<file path="src/rtl/smart_card_mode_reg_pkg.sv">
package scm_pkg;

    // register offsets on the plain port
    localparam logic [1:0] OFS_SERIAL_MODE  = 2'h0;
    localparam logic [1:0] OFS_SMART_CARD   = 2'h1;
    localparam logic [1:0] OFS_STATUS       = 2'h2;

    // serial_mode_register fields, smart-card layout
    localparam int BIT_EARLY_END    = 7;
    localparam int BIT_BLOCK_XFER   = 6;
    localparam int BIT_PARITY_EN    = 5;
    localparam int BIT_PARITY_ODD   = 4;
    localparam int BIT_CPB_HI       = 3;
    localparam int BIT_CPB_LO       = 2;
    localparam int BIT_PRESC_HI     = 1;
    localparam int BIT_PRESC_LO     = 0;

    // serial_mode_register fields, normal layout
    localparam int BIT_SYNC_MODE    = 7;
    localparam int BIT_CHAR_7BIT    = 6;
    localparam int BIT_TWO_STOP     = 3;
    localparam int BIT_MULTIPROC    = 2;

    // smart_card_mode_reg and status fields
    localparam int BIT_SMART_SELECT = 0;
    localparam int BIT_TX_END       = 0;
    localparam int BIT_PARITY_ERR   = 1;

    // reset values
    localparam logic [7:0] RST_SERIAL_MODE = 8'h00;
    localparam logic       RST_SMART_SEL   = 1'b0;
    localparam logic       RST_TX_END      = 1'b1;

    // basic clock periods per bit interval
    localparam logic [8:0] CPB_00 = 9'h020;
    localparam logic [8:0] CPB_01 = 9'h040;
    localparam logic [8:0] CPB_10 = 9'h174;
    localparam logic [8:0] CPB_11 = 9'h100;

    // prescaler divide ratios, log2 steps of 2
    localparam logic [6:0] PRESC_DIV_0 = 7'h01;
    localparam logic [6:0] PRESC_DIV_1 = 7'h04;
    localparam logic [6:0] PRESC_DIV_2 = 7'h10;
    localparam logic [6:0] PRESC_DIV_3 = 7'h40;

    // transmit-end advance in whole elementary time units
    localparam logic [4:0] EARLY_END_ETU = 5'h0B;

    typedef struct packed {
        logic       smart_card;
        logic       sync_mode;
        logic       char_7bit;
        logic       two_stop;
        logic       multiproc;
        logic       early_end;
        logic       clock_out_ctrl;
        logic       block_mode;
        logic       parity_en;
        logic       parity_odd;
        logic [8:0] clocks_per_bit;
        logic [1:0] prescaler;
    } scm_cfg_t;

endpackage

</file>
<file path="src/rtl/smart_card_mode_reg_prescaler.sv">
`timescale 1ns/1ns
module scm_prescaler
    import scm_pkg::*;
(
    input  wire logic       clk,      // system clock
    input  wire logic       reset,    // sync reset, high
    input  wire logic       restart,  // realign divider
    input  wire logic [1:0] select,   // divide select n
    output logic            tick      // one-cycle divided tick
);

    logic [6:0] count;
    logic [6:0] divide;

    always_comb begin
        unique case (select)
            2'b00: divide = PRESC_DIV_0;
            2'b01: divide = PRESC_DIV_1;
            2'b10: divide = PRESC_DIV_2;
            2'b11: divide = PRESC_DIV_3;
        endcase
    end

    always_ff @(posedge clk) begin
        if (reset || restart) begin
            count <= 7'h00;
            tick  <= 1'b0;
        end else if (count >= divide - 7'h01) begin
            count <= 7'h00;
            tick  <= 1'b1;
        end else begin
            count <= count + 7'h01;
            tick  <= 1'b0;
        end
    end

endmodule

</file>
<file path="src/rtl/smart_card_mode_reg_top.sv">
// Behaviour
// smart-card select picks smart-card field layout
// early-end sets transmit end 11 etu sooner
// early-end also enables clock-output control
// bit 6 selects block or character transfer
// parity enable adds and checks parity
// software keeps parity enabled in smart-card mode
// parity sense: 0 even, 1 odd
// bits 3:2 give 32/64/372/256 clocks per bit
// bits 1:0 divide clock by 1/4/16/64
// normal layout: bit 7 async or synchronous
// software changes mode only while idle
`timescale 1ns/1ns
module scm_top
    import scm_pkg::*;
#(
    parameter logic [4:0] NORMAL_END_ETU = 5'h0C  // usual end delay in etu
)
(
    input  wire logic       CLK_SYS,        // 250 MHz system clock
    input  wire logic       RESET,          // sync reset, high
    input  wire logic [1:0] ADDR,           // register address
    input  wire logic [7:0] WDATA,          // write data
    input  wire logic       WR,             // write strobe
    input  wire logic       RD,             // read strobe
    output logic      [7:0] RDATA,          // read data, cycle after RD
    input  wire logic       TX_START,       // character transmit start pulse
    input  wire logic [7:0] TX_CHAR,        // character being sent
    input  wire logic       RX_VALID,       // received character pulse
    input  wire logic [7:0] RX_CHAR,        // received character
    input  wire logic       RX_PARITY_BIT,  // received parity bit
    output scm_cfg_t        MODE_CFG,       // decoded mode
    output logic            TX_PARITY_BIT,  // parity bit for TX_CHAR
    output logic            BAUD_TICK,      // prescaled clock tick
    output logic            ETU_TICK,       // one per bit interval
    output logic            TX_END,         // transmit end flag
    output logic            PARITY_ERROR    // sticky parity error
);

    logic [7:0] serial_mode_register;
    logic       smart_card_select;
    logic       parity_error;
    logic       transmit_end_flag;
    logic       presc_tick;
    logic [8:0] clock_count;
    logic       etu_pulse;
    logic [4:0] etu_count;
    logic       timing_active;
    logic [4:0] end_etu;
    logic [8:0] next_clocks_per_bit;
    logic       rx_bad;
    logic       clear_parity;
    scm_cfg_t   next_cfg;

    // software registers
    always_ff @(posedge CLK_SYS) begin
        if (RESET) begin
            serial_mode_register <= RST_SERIAL_MODE;
            smart_card_select    <= RST_SMART_SEL;
        end else if (WR) begin
            if (ADDR == OFS_SERIAL_MODE) begin
                serial_mode_register <= WDATA;
            end
            if (ADDR == OFS_SMART_CARD) begin
                smart_card_select <= WDATA[BIT_SMART_SELECT];
            end
        end
    end

    // read path, unmapped reads zero
    always_ff @(posedge CLK_SYS) begin
        if (RESET) begin
            RDATA <= 8'h00;
        end else if (RD) begin
            unique case (ADDR)
                OFS_SERIAL_MODE: RDATA <= serial_mode_register;
                OFS_SMART_CARD:  RDATA <= {7'h00, smart_card_select};
                OFS_STATUS:      RDATA <= {6'h00, parity_error, transmit_end_flag};
                default:         RDATA <= 8'h00;
            endcase
        end else begin
            RDATA <= 8'h00;
        end
    end

    // clocks per bit decode
    always_comb begin
        unique case (serial_mode_register[BIT_CPB_HI:BIT_CPB_LO])
            2'b00: next_clocks_per_bit = CPB_00;
            2'b01: next_clocks_per_bit = CPB_01;
            2'b10: next_clocks_per_bit = CPB_10;
            2'b11: next_clocks_per_bit = CPB_11;
        endcase
    end

    // field layout depends on smart-card select
    always_comb begin
        next_cfg            = '0;
        next_cfg.smart_card = smart_card_select;
        next_cfg.prescaler  = serial_mode_register[BIT_PRESC_HI:BIT_PRESC_LO];
        next_cfg.parity_en  = serial_mode_register[BIT_PARITY_EN];
        next_cfg.parity_odd = serial_mode_register[BIT_PARITY_ODD];
        if (smart_card_select) begin
            next_cfg.early_end      = serial_mode_register[BIT_EARLY_END];
            next_cfg.clock_out_ctrl = serial_mode_register[BIT_EARLY_END];
            next_cfg.block_mode     = serial_mode_register[BIT_BLOCK_XFER];
            next_cfg.clocks_per_bit = next_clocks_per_bit;
        end else begin
            next_cfg.sync_mode = serial_mode_register[BIT_SYNC_MODE];
            next_cfg.char_7bit = serial_mode_register[BIT_CHAR_7BIT];
            next_cfg.two_stop  = serial_mode_register[BIT_TWO_STOP];
            next_cfg.multiproc = serial_mode_register[BIT_MULTIPROC];
            if (serial_mode_register[BIT_SYNC_MODE] ||
                serial_mode_register[BIT_MULTIPROC]) begin
                next_cfg.parity_en = 1'b0;
            end
        end
        if (!next_cfg.parity_en) begin
            next_cfg.parity_odd = 1'b0;
        end
    end

    always_ff @(posedge CLK_SYS) begin
        if (RESET) begin
            MODE_CFG <= '0;
        end else begin
            MODE_CFG <= next_cfg;
        end
    end

    // baud rate generator input
    scm_prescaler u_prescaler (
        .clk     (CLK_SYS),
        .reset   (RESET),
        .restart (TX_START),
        .select  (serial_mode_register[BIT_PRESC_HI:BIT_PRESC_LO]),
        .tick    (presc_tick)
    );

    // bit interval counter: S prescaled clocks per etu
    always_ff @(posedge CLK_SYS) begin
        if (RESET || TX_START) begin
            clock_count <= 9'h000;
            etu_pulse   <= 1'b0;
        end else if (presc_tick) begin
            if (clock_count >= next_clocks_per_bit - 9'h001) begin
                clock_count <= 9'h000;
                etu_pulse   <= 1'b1;
            end else begin
                clock_count <= clock_count + 9'h001;
                etu_pulse   <= 1'b0;
            end
        end else begin
            etu_pulse <= 1'b0;
        end
    end

    always_ff @(posedge CLK_SYS) begin
        if (RESET) begin
            BAUD_TICK <= 1'b0;
            ETU_TICK  <= 1'b0;
        end else begin
            BAUD_TICK <= presc_tick;
            ETU_TICK  <= etu_pulse;
        end
    end

    // early-end moves transmit end forward
    assign end_etu = (smart_card_select && serial_mode_register[BIT_EARLY_END]) ?
                     NORMAL_END_ETU - EARLY_END_ETU : NORMAL_END_ETU;

    // transmit end timing
    always_ff @(posedge CLK_SYS) begin
        if (RESET) begin
            etu_count         <= 5'h00;
            timing_active     <= 1'b0;
            transmit_end_flag <= RST_TX_END;
        end else if (TX_START) begin
            etu_count         <= 5'h00;
            timing_active     <= 1'b1;
            transmit_end_flag <= 1'b0;
        end else if (timing_active && etu_pulse) begin
            etu_count <= etu_count + 5'h01;
            if (etu_count + 5'h01 >= end_etu) begin
                timing_active     <= 1'b0;
                transmit_end_flag <= 1'b1;
            end
        end
    end

    // parity generation and check
    assign rx_bad = (^RX_CHAR ^ RX_PARITY_BIT) != serial_mode_register[BIT_PARITY_ODD];
    assign clear_parity = WR && (ADDR == OFS_STATUS) && WDATA[BIT_PARITY_ERR];

    // set beats a simultaneous write-one clear
    always_ff @(posedge CLK_SYS) begin
        if (RESET) begin
            parity_error <= 1'b0;
        end else if (RX_VALID && next_cfg.parity_en && rx_bad) begin
            parity_error <= 1'b1;
        end else if (clear_parity) begin
            parity_error <= 1'b0;
        end
    end

    always_ff @(posedge CLK_SYS) begin
        if (RESET) begin
            TX_PARITY_BIT <= 1'b0;
            TX_END        <= RST_TX_END;
            PARITY_ERROR  <= 1'b0;
        end else begin
            TX_PARITY_BIT <= next_cfg.parity_en &
                             (^TX_CHAR ^ serial_mode_register[BIT_PARITY_ODD]);
            TX_END        <= transmit_end_flag;
            PARITY_ERROR  <= parity_error;
        end
    end

endmodule

</file>
<file path="config.mk">
export PLATFORM = sky130hd
export DESIGN_NAME = scm_top
export DESIGN_NICKNAME = d
export VERILOG_FILES = /design/src/rtl/smart_card_mode_reg_pkg.sv /design/src/rtl/smart_card_mode_reg_prescaler.sv /design/src/rtl/smart_card_mode_reg_top.sv
export SDC_FILE = /design/constraint.sdc
export NUM_CORES = 1
export LEC_CHECK = 0
export BUFFER_PORTS_ARGS = -buffer_cell sky130_fd_sc_hd__buf_4
export CAP_MARGIN = 0
export CORE_UTILIZATION = 40
export CTS_BUF_LIST = sky130_fd_sc_hd__clkbuf_8
export DETAILED_ROUTE_END_ITERATION = 8
export PLACE_DENSITY = 0.63
export REMOVE_ABC_BUFFERS = 1
export SETUP_SLACK_MARGIN = 0.3
export SYNTH_ARGS = -nofsm -noshare
export SYNTH_HDL_FRONTEND = slang
export SYNTH_SLANG_ARGS = --single-unit
export TNS_END_PERCENT = 30
</file>
<file path="constraint.sdc">
create_clock -name CLK_SYS -period 2.15 [get_ports CLK_SYS]
set_input_delay 0.3225 -clock CLK_SYS [delete_from_list [all_inputs] [get_ports CLK_SYS]]
set_output_delay 0.3225 -clock CLK_SYS [all_outputs]
set_load 0.05 [all_outputs]
</file>
== Yosys cells after proc, flatten, opt, wreduce, memory -nomap -nowiden ==
Cells that the tools add are included.
Word-level totals
  input port bits: 33
  word-level logic and storage cells: 94
  output and inout port bits: 34
  flip-flop bits (word level): 68
Operators by class
  bitwise gates (word level): 7
  add/subtract/negate cells: 5
  $lt $le $gt $ge: 3
  muxes and demuxes: 17
  eq/ne operators: 9
  reduce and logical (&&, ||, !) cells: 26
Operators by type and width (number)
  $pmux 9 s4: 1
  $pmux 7 s4: 1
  $pmux 8 s3: 1
  $reduce_xor 8->1: 2
  $reduce_or 2->1: 7
  $mux 1: 12
  $eq 2x2->1 const B: 5
  $add 9x1->9 const B: 1
  $ge 9x9->1: 1
  $mux 9: 1
  $sub 9x1->9 const B: 1
  $add 7x1->7 const B: 1
  $ge 7x7->1: 1
  $sub 7x1->7 const B: 1
  $eq 2x1->1 const B: 3
  $logic_and 1x1->1: 6
  $logic_not 2->1: 3
  $reduce_and 2->1: 3
  $reduce_bool 2->1: 3
  $add 5x1->5 const B: 1
  $ge 5x4->1: 1
  $mux 4: 1
  $not 1->1: 4
  $logic_or 1x1->1: 2
  3 further kinds: 4

== Depth between registers and ports, before layout ==
Gate-level depths: netlist (run 1).
  depth in word-level cells: 6
  gate-level depth with buffers: 9
  gate-level depth less buffers: 9

== Hierarchy ==
A second synthesis (run 1) with hierarchy kept.
Unflattened totals
  cells, all modules: 299
  area, all modules: 2912.8 sq um
By module, submodules not included
  scm_top: cells each 248, seq. area each 1101.1 sq um, area each 2397.3 sq um, times used 1
  scm_prescaler: cells each 51, seq. area each 160.2 sq um, area each 515.5 sq um, times used 1

== Worst setup path after synthesis (run 1) ==
No wires, ideal clock.
  kind: flip-flop to flip-flop
  start point: register serial_mode_register[2]
  end point: register clock_count[3]
  arrival time: 1.818 ns
  period minus slack after synthesis: 1.892 ns
  data required time: 2.076 ns
  slack: 0.258 ns
  cell stages (with the launch flop): 10
  library setup time: 0.074 ns
  path buffers: 0
  cells stage by stage: dfxtp_1 > inv_1 > ha_1 > inv_1 > ha_1 > o211ai_1 > nor2_1 > a221oi_4 > nand3_1 > a31oi_1
On the way
  word-level cells in the longest chain between the ends: 5
  elaborated cells on any way between the ends: 8
  classes of those cells: add/sub: 1; order compare: 1; eq/ne: 3; mux: 2; reduce/logical: 1
RTL lines
  from (decl): line smart_card_mode_reg_top.sv:40  | logic [7:0] serial_mode_register;
  from (signal assigned): line smart_card_mode_reg_top.sv:58  | serial_mode_register <= RST_SERIAL_MODE;
  from (signal assigned): line smart_card_mode_reg_top.sv:62  | serial_mode_register <= WDATA;
  $eq 2x2->1 (tied with other cells): line smart_card_mode_reg_top.sv:88  | unique case (serial_mode_register[BIT_CPB_HI:BIT_CPB_LO])
  $pmux 9 s4 (*): line smart_card_mode_reg_top.sv:88
  via next_clocks_per_bit[2]: line smart_card_mode_reg_top.sv:50  | logic [8:0] next_clocks_per_bit;
  $sub 9x1->9 (*): line smart_card_mode_reg_top.sv:146  | if (clock_count >= next_clocks_per_bit - 9'h001) begin
  $ge 9x9->1 (*): line smart_card_mode_reg_top.sv:146
  $mux 9 (*): line smart_card_mode_reg_top.sv:146
  to (signal assigned): line smart_card_mode_reg_top.sv:150  | clock_count <= clock_count + 9'h001;
  to (decl): line smart_card_mode_reg_top.sv:45  | logic [8:0] clock_count;
The timed path passes the listed nets; every way through them passes the cells marked *. The select of a mux whose other input is x is not followed.
A chain may end at the register's enable or synchronous reset.

== Worst setup path after layout (run 1) ==
  start point: register serial_mode_register[3]
  end point: register clock_count[1]
Same word-level chain as after synthesis.

==> metrics.md, run 1 <==
| Metric | Value |
|---|---|
| Status | finished, final reports clean |
| Synth area leaders | dfxtp_1, ha_1, xnor2_1, nor2_1, and2_1 |
| Fmax | 0.530 GHz |
| Dpl hpwl | 4070 um |
| Worst-Skew Late Latency | 330 ps |
| Routed len/inst | 12.0 um |
| Final setup TNS | 0 ps |
| Number of global-route vias before repair | between 2k and 2.5k |
| DRC Markers | 0 |
| Largest net degree at the start of global routing | 27 |
| Area leader, netlist | dfxtp_1 |
| CTS tree | built |
| Sequential cell area fraction in the yosys report | 0.447 |
| Power per cell area | 623 nW/um2 |
| Post-synth cell types | 37 |
| R2R setup slack | 260 ps |
| Reg clk slew, reported paths | 60 ps |
| DRT Pass-1 Iters | 4 |
| # rows | 30 |
| Crit end category | register |
| Worst reg-to-reg path cell count | 9 |
| N_diodes | 0 |
| Hold Crit Start | ADDR[1] |
| Gr usage total | 0.161 |
| Layout cell share with drive strength beyond 1 | 0.293 |
| RePlAce Congestion | 0.840 |
| Worst Setup Start Kind | register |
| Tmin final | 1890 ps |
| Routed wire length | roughly 5700 um |
| Unrepaired setup endpoints after global routing | true |
| Fill count | 623 |
| Area of the die | 7390 um2 |
| Vias/cell | around 4.7 |
| Final cycle utilization of the critical path | 0.877 |
| Die Wd | about 86 um |
| Hold path depth | 2 |
| Worst Hold Path EP | RDATA[2]$_SDFF_PP0_ |
| Final setup viols | 0 |
| Hold Crit Class | input port to register |
| Max-cap violation count | 0 |
| Crit path DAT | ~2200 ps |
| Die height | 86.0 um |
| Total gr overflow | 0 |
| Nets | 432 |
| Vias | 2,213 |
| H-tree depth | 3 |
| Root buffer cell | clkbuf_8 |
| R2R Path End | clock_count[1]$_SDFFE_PP0P_ |
| Initial antenna violation count | 0 |
| First-pass GRT wire length | 9080 um |
| Final Hold Fails | 0 |
| Mapped Area | 2820 um2 |
| 1st-iter DRT viols | 79 |
| Static leakage | 1.53 nW |
| Final Power | 0.00232 W |
| Cells after synthesis | between 300 and 400 |
| Crit path required time | 2410 ps |
| Starting Density | 0.415 |
| Average size of a mapped cell | ~9.4 um2 |
| Clk sinks | 63 |
| Worst-path maximum fanout | 5 |
| # IOs | 67 |
| CTS max path bufs | 2 |
| IO buf count | 62 |
| Layout area overhead | 32.1% |
| Clock Skews | roughly 6.7 ps |
| Critical path type | register to register |
| R2R Path Start | serial_mode_register[3]$_SDFFE_PP0P_ |
| FF+latch count, synth | 63 |
| Post-route ant nets | 0 |
| Max-slew violation count | 0 |
| Maximum vdd drop | 491 uV |
| CORE AREA | slightly below 7000 um2 |
| Synth warn | 0 |
| Total CTS buffers | 9 |
| Yosys top cell area share | 0.447 |
-- cell families (layout without fill, tap and decap cells) --
family,Yosys count,in the layout,share of synthesized area
adder cells (fa/ha/maj),23,23,0.102
AO/OA/AOI/OAI,38,38,0.0883
buffers and inverters,22,97,0.0377
flip-flops,63,63,0.447
multiplexers,8,8,0.0284
XOR/XNOR,31,31,0.0963
other,2,5,0.00266
AND/OR/NAND/NOR,114,114,0.197
-- state kept, by name, summed over array words and instances, names as in the netlist --
name,cells
BAUD_TICK,1
ETU_TICK,1
MODE_CFG,15
PARITY_ERROR,1
RDATA,8
TX_END,1
TX_PARITY_BIT,1
clock_count,9
etu_count,5
etu_pulse,1
parity_error,1
serial_mode_register,8
smart_card_select,1
timing_active,1
transmit_end_flag,1
u_prescaler.count,7
u_prescaler.tick,1
-- routing by layer --
| metal | wire length (um) | vias up | share of wire | global-route usage |
|---|---|---|---|---|
| met3 | 251 | 10 | 0.044 | 0.0558 |
| met2 | 2760 | 49 | 0.48 | 0.253 |
| met1 | 2610 | 1008 | 0.46 | 0.199 |
| li1 | - | 1146 | - | - |
| met4 | 91 | 0 | 0.016 | 0.0682 |
| met5 | 0 | - | 0 | 0 |
-- how the worst max path moves through the flow --
stage	from	to	slack, ps	depth (start not counted)
floorplan	serial_mode_register[2]$_SDFFE_PP0P_	clock_count[3]$_SDFFE_PP0P_	260	9
global placement	serial_mode_register[2]$_SDFFE_PP0P_	clock_count[8]$_SDFFE_PP0P_	60	9
detailed placement	serial_mode_register[2]$_SDFFE_PP0P_	clock_count[4]$_SDFFE_PP0P_	7	9
CTS	serial_mode_register[2]$_SDFFE_PP0P_	clock_count[3]$_SDFFE_PP0P_	310	9
global route	serial_mode_register[3]$_SDFFE_PP0P_	clock_count[3]$_SDFFE_PP0P_	180	9
finish	serial_mode_register[3]$_SDFFE_PP0P_	clock_count[1]$_SDFFE_PP0P_	260	9
-- report_power, final --
| group | switching (W) | internal [W] | total [W] |
|---|---|---|---|
| logic | 0.000137 | 0.000127 | 0.000264 |
| clock network | 0.000396 | 0.000458 | 0.000854 |
| registers | 0.0000160 | 0.00119 | 0.00120 |
-- cell usage after synthesis (all sizes together) --
| master | number |
|---|---|
| nand4 | 2 |
| nor3b | 3 |
| nand3b | 2 |
| nand2 | 15 |
| or2 | 2 |
| nor2 | 41 |
| and2 | 14 |
| xor2 | 8 |
| nor2b | 6 |
| o21a | 2 |
| xnor2 | 23 |
| nand2b | 3 |
| clkinv | 1 |
| mux2i | 8 |
| nor3 | 7 |
| a211oi | 3 |
| a31oi | 2 |
| a32o | 1 |
| conb | 2 |
| a21boi | 2 |
| o21ai | 10 |
| and3 | 2 |
| clkbuf | 4 |
| nand3 | 14 |
| or3b | 1 |
| o211ai | 2 |
| a21o | 1 |
| buf | 7 |
| or3 | 2 |
| ha | 23 |
| inv | 10 |
| a221oi | 1 |
| a21oi | 14 |
| dfxtp | 63 |
-- cell usage in the layout, fill, tap and decap left out, drive strengths merged, types with 3 or more instances in the layout --
cell,instances
mux2i,8
dfxtp,63
a21oi,14
xnor2,23
nand2,15
ha,23
inv,12
a211oi,3
conb,5
xor2,8
nor3,7
buf,72
nand3,14
nor2b,6
nor3b,3
nand2b,3
and2,14
clkbuf,11
o21ai,10
nor2,41
-- through the flow --
stage | cells | instance area (um2) | setup WS (ps) | utilization | hold WS (ps)
finish | 475 | 3720 | 265 | 0.548 | 224
global route | 475 | 3720 | 179 | 0.548 | 219
CTS | 472 | 3670 | 305 | 0.540 | 202
detailed placement | 453 | 3370 | 7.03 | 0.495 | 447
global placement | 453 | 3370 | 56.1 | 0.495 | 443
floorplan | 293 | 2770 | 258 | - | 389
-- repair_timing --
item                                    CTS  global route
gates resized for setup                  24             8
buffers inserted                          5             3
endpoints found under the setup margin   17            19
gates cloned                              0             0
hold buffers                              0             0
pin swaps                                12             7
hold endpoints to repair                  0             0
-- cell type report --
cell class | instances | area (um2) | area share
tap | 96 | 120 | 0.0322
sequential | 63 | 1270 | 0.340
clock inverter | 3 | 12.5 | 0.00336
multi-input combinational | 219 | 1580 | 0.424
timing repair buffer | 72 | 548 | 0.147
clock buffer | 11 | 151 | 0.0406
inverter | 11 | 48.8 | 0.0131
-- critical path: stages, from the launching register on --
cell      delay (ps)
dfxtp_2          320
buf_4            150
ha_4             180
ha_4             220
o21ai_2          150
o21ai_2           90
a221oi_4         300
buf_4            190
nand3_1           70
a21oi_1          140
(Power assumes the default switching activity.)
==> run 2: changes to the inputs <==
SYNTH_HIERARCHICAL = 1   (was default)
==> run 2 against run 1 <==
Against the previous run: design area increased by 2.8%; power is 8.2% higher; wire length grew 3.4%; non-clock buffer count decreased by 2; sequential share of layout area down 0.87 points; utilization up 0.63 points; setup slack got worse by 120 ps; critical endpoint is now clock_count[2]$_SDFFE_PP0P_; die area rose by 3.2%.
==> metrics.md, run 2 <==
| Metric | Value |
|---|---|
| Status | finished, final reports clean (unchanged) |
| Tightest Pin Transition | 542 ps |
| Initial antenna violation count | 0 (unchanged) |
| Max FFs per register | 15 (unchanged) |
| Predominant post-synthesis flop cell | dfxtp_1 (unchanged) |
| Sequential cell area fraction in the yosys report | 0.433 (was 0.447) |
| Crit path DAT | 2270 ps (was 2150 ps) |
| Combinational power share | 0.108 (was 0.114) |
| R2R Path Start | serial_mode_register[2]$_SDFFE_PP0P_ (was serial_mode_register[3]$_SDFFE_PP0P_) |
| Power per cell area | 656 nW/um2 (was 623 nW/um2) |
| First-pass GRT wire length | 9760 um (was 9080 um) |
| Worst Setup Start Kind | register (unchanged) |
| NetSw | 0.000651 W (was 0.000550 W) |
| # rows | 30 (unchanged) |
| Largest reg by FF count | MODE_CFG (unchanged) |
| Tmin final | 2000 ps (was 1890 ps) |
| Slew headroom | 0.638 |
| N_diodes | 0 (unchanged) |
| Synth Area in Simple Gates | 0.195 (was 0.197) |
| Hold path depth | 2 (unchanged) |
| Clk sinks | 63 (unchanged) |
| Number of global-route vias before repair | 2,139 (was 2,020) |
| Area leader, netlist | dfxtp_1 (unchanged) |
| Nets | 425 (was 432) |
| Static leakage | 1.61 nW (was 1.53 nW) |
| Power Internal | 0.00186 W (was 0.00177 W) |
| Final cycle utilization of the critical path | 0.932 (was 0.877) |
| Starting Density | 0.422 (was 0.415) |
| Synth warn | 6 (was 0) |
| Final Power | 0.00251 W (was 0.00232 W) |
| Yosys top cell area share | 0.433 (was 0.447) |
| Max-cap violation count | 0 (unchanged) |
| Vias/cell | 4.84 (was 4.66) |
| IO buf count | 62 (unchanged) |
| Final Cell Area | 3830 um2 (was 3720 um2) |
| Worst-path maximum fanout | 7 (was 5) |
| Clock Skews | 7.80 ps (was 6.69 ps) |
| Hold Crit Class | input port to register (unchanged) |
| Largest net degree at the start of global routing | 27 (unchanged) |
| Die height | 87.3 um (was 86.0 um) |
| DRT Pass-1 Iters | 4 (unchanged) |
| R2R Path End | clock_count[2]$_SDFFE_PP0P_ (was clock_count[1]$_SDFFE_PP0P_) |
| CTS tree | built (unchanged) |
| Root buffer cell | clkbuf_8 (unchanged) |
| Routed len/inst | 12.5 um (was 12.0 um) |
| Crit end category | register (unchanged) |
| Layout cell share with drive strength beyond 1 | 0.316 (was 0.293) |
| R2R setup slack | 150 ps (was 260 ps) |
| Placed Area | 3480 um2 (was 3370 um2) |
| Xor/xnor share of the synthesized area | 0.0932 (was 0.0963) |
| Seq. cell area | 1270 um2 (about the same) |
| Biggest regs | MODE_CFG (15), clock_count (9) (unchanged) |
| Synth area leaders | dfxtp_1, ha_1, xnor2_1, nor2_1, mux2i_1 (was dfxtp_1, ha_1, xnor2_1, nor2_1, and2_1) |
| Final Util | 0.555 (was 0.548) |
| Routed wire length | 5900 um (was 5710 um) |
| H-tree depth | 3 (unchanged) |
| Cells after synthesis | 299 (was 301) |
| Hold Crit Start | ADDR[1] (unchanged) |
| Compound-cell area share of the yosys netlist | 0.105 (was 0.0883) |
| Vias | 2,276 (was 2,213) |
| Share of power burned in registers | 0.478 (was 0.518) |
| CORE AREA | 6910 um2 (was 6790 um2) |
| Layout area overhead | 31.5% (was 32.1%) |
| # IOs | 67 (unchanged) |
| Mapped Area | 2910 um2 (was 2820 um2) |
| Dpl hpwl | 4250 um (was 4070 um) |
| Average size of a mapped cell | 9.74 um2 (was 9.37 um2) |
| Reg clk slew, reported paths | 70 ps (was 60 ps) |
| DRC Markers | 0 (unchanged) |
| CTS max path bufs | 2 (unchanged) |
| Multiplexer share of the synthesized area | 0.0309 (was 0.0284) |
| Die Wd | 87.3 um (was 86.0 um) |
| Crit path required time | 2420 ps (was 2410 ps) |
| Hold Buf Count CTS | 0 (unchanged) |
| Worst Hold Path EP | RDATA[2]$_SDFF_PP0_ (unchanged) |
| 1st-iter DRT viols | 36 (was 79) |
| Final setup viols | 0 (unchanged) |
| Total CTS buffers | 9 (unchanged) |
| Fmax | 0.499 GHz (was 0.530 GHz) |
| Multi-input gate area | 1660 um2 (was 1580 um2) |
| Worst-Skew Late Latency | 340 ps (was 330 ps) |
| Most common cell in the netlist | dfxtp_1 (unchanged) |
| RePlAce Congestion | 0.813 (was 0.840) |
| Final Hold Fails | 0 (unchanged) |
| Post-synth cell types | 49 (was 37) |
| Worst reg-to-reg path cell count | 9 (unchanged) |
| Switching Share | 0.259 (was 0.237) |
| Most frequent cells in the layout | buf_4, dfxtp_1, nor2_1, xnor2_1, ha_1 (unchanged) |
| Fill count | 643 (was 623) |
| FF+latch count, synth | 63 (unchanged) |
| Most frequent cells after synthesis | dfxtp_1, nor2_1, ha_1 (was dfxtp_1, nor2_1, ha_1, xnor2_1, nand2_1) |
| Asr flop ratio synth | 0 (unchanged) |
| Max-slew violation count | 0 (unchanged) |
| Unrepaired setup endpoints after global routing | true (unchanged) |
| Maximum vdd drop | 516 uV (was 491 uV) |
| Post-synthesis adder-cell area fraction | 0.0988 (was 0.102) |
| Critical path type | register to register (unchanged) |
| Gr usage total | 0.166 (was 0.161) |
| Post-synth EDFFs | 0 (unchanged) |
| Most common cell after layout, fill and taps aside | buf_4 (unchanged) |
| Clock power share | 0.414 (was 0.368) |
| Area of the die | 7630 um2 (was 7390 um2) |
| Total gr overflow | 0 (unchanged) |
| Main combinational cell family by area after synthesis | simple AND/OR/NAND/NOR gates (unchanged) |
| Post-route ant nets | 0 (unchanged) |
-- run 2: how the worst max path moves through the flow --
stage	startpoint	endpoint	slack, ps	cells after the start
6_report	serial_mode_register[2]$_SDFFE_PP0P_	clock_count[2]$_SDFFE_PP0P_	150	9
5_1_grt	serial_mode_register[2]$_SDFFE_PP0P_	clock_count[2]$_SDFFE_PP0P_	70	9
4_1_cts	serial_mode_register[2]$_SDFFE_PP0P_	clock_count[2]$_SDFFE_PP0P_	140	9
3_5_place_dp	serial_mode_register[2]$_SDFFE_PP0P_	clock_count[7]$_SDFFE_PP0P_	-50	9
3_3_place_gp	serial_mode_register[2]$_SDFFE_PP0P_	clock_count[8]$_SDFFE_PP0P_	50	9
2_1_floorplan	serial_mode_register[2]$_SDFFE_PP0P_	clock_count[3]$_SDFFE_PP0P_	120	9
-- run 2: through the flow --
stage / setup slack (ps) / TNS [ps] / hold slack [ps] / instances
2_1_floorplan: 124 / 0 / 389 / 288
3_3_place_gp: 53.6 / 0 / 468 / 453
3_5_place_dp: -48.0 / -175 / 471 / 453
4_1_cts: 137 / 0 / 191 / 470
5_1_grt: 71.4 / 0 / 205 / 470
6_report: 147 / 0 / 207 / 470
-- run 2: timing repair --
action	in CTS	in global routing
gates resized for setup	25	9
endpoints found under the setup margin	12	20
pin swaps	8	7
buffers inserted	1	0
-- run 2: cell families after synthesis --
| family | after synthesis |
|---|---|
| AOI/OAI and AO/OA | 42 |
| adders and majority gates | 23 |
| other | 2 |
| xor gates and xnor gates | 31 |
| DFF | 63 |
| buffers and inverters | 24 |
| muxes | 9 |
| and+or+nand+nor | 105 |
-- run 2: critical path: stages (launching register included) --
cell and delay (ps):
dfxtp_4 380, inv_4 50, buf_4 130, buf_6 120, ha_4 160, ha_2 170, a221o_1 390, a21oi_4 250
nand4b_1 130, a21oi_1 150
-- run 2: layout make-up --
cell class,instances,area share
Multi-Input combinational cell,215,0.434
Sequential cell,63,0.331
Timing Repair Buffer,70,0.138
Clock buffer,9,0.0323
Tap cell,96,0.0314
Clock inverter,7,0.0212
Inverter,10,0.0118
-- run 2: metal layers --
metal / share of wire / GRT usage / vias up
met4: 0.013 / 0.0581 / 0
li1: - / - / 1160
met1: 0.46 / 0.208 / 1055
met3: 0.042 / 0.0521 / 9
met2: 0.48 / 0.268 / 52
met5: 0 / 0 / -
-- run 2: power by group through the flow --
stage / registers, W / logic (W) / clock network, W
after floorplan: 0.00125 / 0.000139 / 0
after global placement: 0.00123 / 0.000262 / 0
after detailed placement: 0.00123 / 0.000265 / 0
after CTS: 0.00120 / 0.000272 / 0.00107
after global routing: 0.00120 / 0.000297 / 0.00111
final: 0.00120 / 0.000272 / 0.00104
==> run 3: changes to the inputs <==
clock period = 2.3 ns   (was 2.15 ns; I/O delays follow)
==> run 3 against run 2 <==
Against the previous run: critical path depth is 1 lower; non-clock buffer count stayed put; sequential share of layout area is 0.065 points lower; die area stayed put; global-route usage is 0.43 points higher; via count is 1.1% lower; highest routed layer unchanged.
==> metrics.md, run 3 (synthesis results as in run 2) <==
| Metric | Value |
|---|---|
| Crit path required time | 2580 ps (was 2420 ps) |
| Hold Crit Start | ADDR[1] (unchanged) |
| Unrepaired setup endpoints after global routing | true (unchanged) |
| Tightest Pin Transition | 541 ps (was 542 ps) |
| Number of global-route vias before repair | 2,144 (was 2,139) |
| Maximum vdd drop | 440 uV (was 516 uV) |
| CTS tree | built (unchanged) |
| Share of power burned in registers | 0.441 (was 0.478) |
| Worst path max stage delay | 390 ps (about the same) |
| Power Internal | 0.00195 W (was 0.00186 W) |
| Largest net degree at the start of global routing | 34 (was 27) |
| Nets | 425 (unchanged) |
| DRT Pass-1 Iters | 4 (unchanged) |
| Most Frequent Cell on Critical Path | ha_1 |
| Power per cell area | 663 nW/um2 (was 656 nW/um2) |
| RePlAce Congestion | 0.802 (was 0.813) |
| Dpl hpwl | 4300 um (was 4250 um) |
| Most frequent cells in the layout | buf_4, dfxtp_1, nor2_1, xnor2_1, ha_1 (unchanged) |
| Worst reg-to-reg path cell count | 8 (was 9) |
| Vias | 2,251 (was 2,276) |
| CP Cell Sequence | inv_6 -> buf_4 -> ha_1 -> ha_1 -> a221o_1 -> a21oi_4 -> nand4b_1 -> a21oi_2 (was inv_4 -> buf_4 -> buf_6 -> ha_4 -> ha_2 -> a221o_1 -> a21oi_4 -> nand4b_1 -> a21oi_1) |
| Routed len/inst | 12.8 um (was 12.5 um) |
| R2R Path Start | serial_mode_register[2]$_SDFFE_PP0P_ (unchanged) |
| Area of the die | 7630 um2 (unchanged) |
| Worst-path maximum fanout | 7 (unchanged) |
| Final hold slack | 226 ps (was 207 ps) |
| Vias/cell | 4.79 (was 4.84) |
| 1st-iter DRT viols | 71 (was 36) |
| Crit path DAT | 2280 ps (was 2270 ps) |
| Layout cell share with drive strength beyond 1 | 0.299 (was 0.316) |
| Die height | 87.3 um (unchanged) |
| Clock Skews | 3.45 ps (was 7.80 ps) |
| Post-route ant nets | 0 (unchanged) |
| Max-slew violation count | 0 (unchanged) |
| Total CTS buffers | 9 (unchanged) |
| IO buf count | 62 (unchanged) |
| N_diodes | 0 (unchanged) |
| Final setup viols | 0 (unchanged) |
| R2R setup slack | 310 ps (was 150 ps) |
| Fmax | 0.502 GHz (was 0.499 GHz) |
| Hold Crit Class | input port to register (unchanged) |
| Routed wire length | 6000 um (was 5900 um) |
| CORE AREA | 6910 um2 (unchanged) |
| CTS max path bufs | 2 (unchanged) |
| Combinational power share | 0.099 (was 0.108) |
| Final Hold Fails | 0 (unchanged) |
| Largest reg by FF count | MODE_CFG (unchanged) |
| # rows | 30 (unchanged) |
| Most common cell after layout, fill and taps aside | buf_4 (unchanged) |
| NetSw | 0.000595 W (was 0.000651 W) |
| Reg clk slew, reported paths | 70 ps (about the same) |
| Critical path type | register to register (unchanged) |
| First-pass GRT wire length | 9830 um (was 9760 um) |
| Worst Setup Start Kind | register (unchanged) |
| Static leakage | 1.63 nW (was 1.61 nW) |
| Layout area overhead | 31.7% (was 31.5%) |
| Initial antenna violation count | 0 (unchanged) |
| Die Wd | 87.3 um (unchanged) |
| H-tree depth | 3 (unchanged) |
| Max-cap violation count | 0 (unchanged) |
| Clock power share | 0.460 (was 0.414) |
| Worst Hold Path EP | RDATA[3]$_SDFF_PP0_ (was RDATA[2]$_SDFF_PP0_) |
| Starting Density | 0.422 (unchanged) |
| Hold path depth | 2 (unchanged) |
| Switching Share | 0.234 (was 0.259) |
| Final setup TNS | 0 ps (unchanged) |
| Clk sinks | 63 (unchanged) |
| Worst-Skew Late Latency | 350 ps (was 340 ps) |
| DRC Markers | 0 (unchanged) |
| Slew headroom | 0.638 (about the same) |
| Max FFs per register | 15 (unchanged) |
| Total gr overflow | 0 (unchanged) |
| Tmin final | 1990 ps (was 2000 ps) |
| Final cycle utilization of the critical path | 0.866 (was 0.932) |
| Gr usage total | 0.170 (was 0.166) |
| CP max stage cell | dfxtp_4 (was a221o_1) |
| Root buffer cell | clkbuf_8 (unchanged) |
| Crit end category | register (unchanged) |
| R2R Path End | clock_count[2]$_SDFFE_PP0P_ (unchanged) |
| Biggest regs | MODE_CFG (15), clock_count (9) (unchanged) |
| Status | finished, final reports clean (unchanged) |
| Hold Buf Count CTS | 0 (unchanged) |
| # IOs | 67 (unchanged) |
[run 3: per-stage QoR]
step                      area [um2]   util  cells  worst slack [ps]  power, W
after floorplan                 2840      -    288               274   0.00130
after global placement          3460  0.500    450              71.1   0.00139
after detailed placement        3460  0.500    450             -13.2   0.00139
after CTS                       3810  0.552    469               308   0.00257
after global routing            3840  0.556    470               246   0.00264
final                           3840  0.556    470               308   0.00254
[run 3: what timing repair did]
item	4_1_cts	5_1_grt
endpoints found under the setup margin	10	14
setup buffers	3	1
pin swaps	9	6
gates resized for setup	20	4
[run 3: worst max-delay path: cells and delay by family (launching register included)]
| family | cells | cell delay [ps] |
|---|---|---|
| AOI/OAI and AO/OA | 3 | 760 |
| adders and majority gates | 2 | 440 |
| buffers and inverters | 2 | 180 |
| DFF | 1 | 390 |
| and+or+nand+nor | 1 | 150 |
[run 3: worst max path at each step]
stage / to / cells past startpoint / startpoint
finish: clock_count[2]$_SDFFE_PP0P_ / 8 / serial_mode_register[2]$_SDFFE_PP0P_
global route: clock_count[2]$_SDFFE_PP0P_ / 9 / serial_mode_register[2]$_SDFFE_PP0P_
CTS: clock_count[2]$_SDFFE_PP0P_ / 9 / serial_mode_register[2]$_SDFFE_PP0P_
detailed placement: clock_count[7]$_SDFFE_PP0P_ / 9 / serial_mode_register[2]$_SDFFE_PP0P_
global placement: clock_count[7]$_SDFFE_PP0P_ / 9 / serial_mode_register[2]$_SDFFE_PP0P_
floorplan: clock_count[3]$_SDFFE_PP0P_ / 9 / serial_mode_register[2]$_SDFFE_PP0P_
[run 3: layer usage]
metal	GRT usage	wire length (um)	up-vias
met3	0.0692	318	7
met2	0.270	2890	54
met5	0	0	-
met1	0.207	2700	1029
li1	-	-	1161
met4	0.0641	82	0
[run 3: power by group through the flow]
stage	combinational [W]	clock, W	sequential (W)
final	0.000251	0.00117	0.00112
after global routing	0.000275	0.00124	0.00112
after CTS	0.000251	0.00120	0.00112
after detailed placement	0.000244	0	0.00115
after global placement	0.000242	0	0.00115
after floorplan	0.000130	0	0.00117
[run 3: layout make-up]
| cell class | instances | area, um2 |
|---|---|---|
| Clock buffer | 9 | 124 |
| Clock inverter | 7 | 121 |
| Fill cell | 636 | 3070 |
| Inverter | 10 | 45.0 |
| Multi-Input combinational cell | 215 | 1630 |
| Sequential cell | 63 | 1270 |
| Tap cell | 96 | 120 |
| Timing Repair Buffer | 70 | 526 |
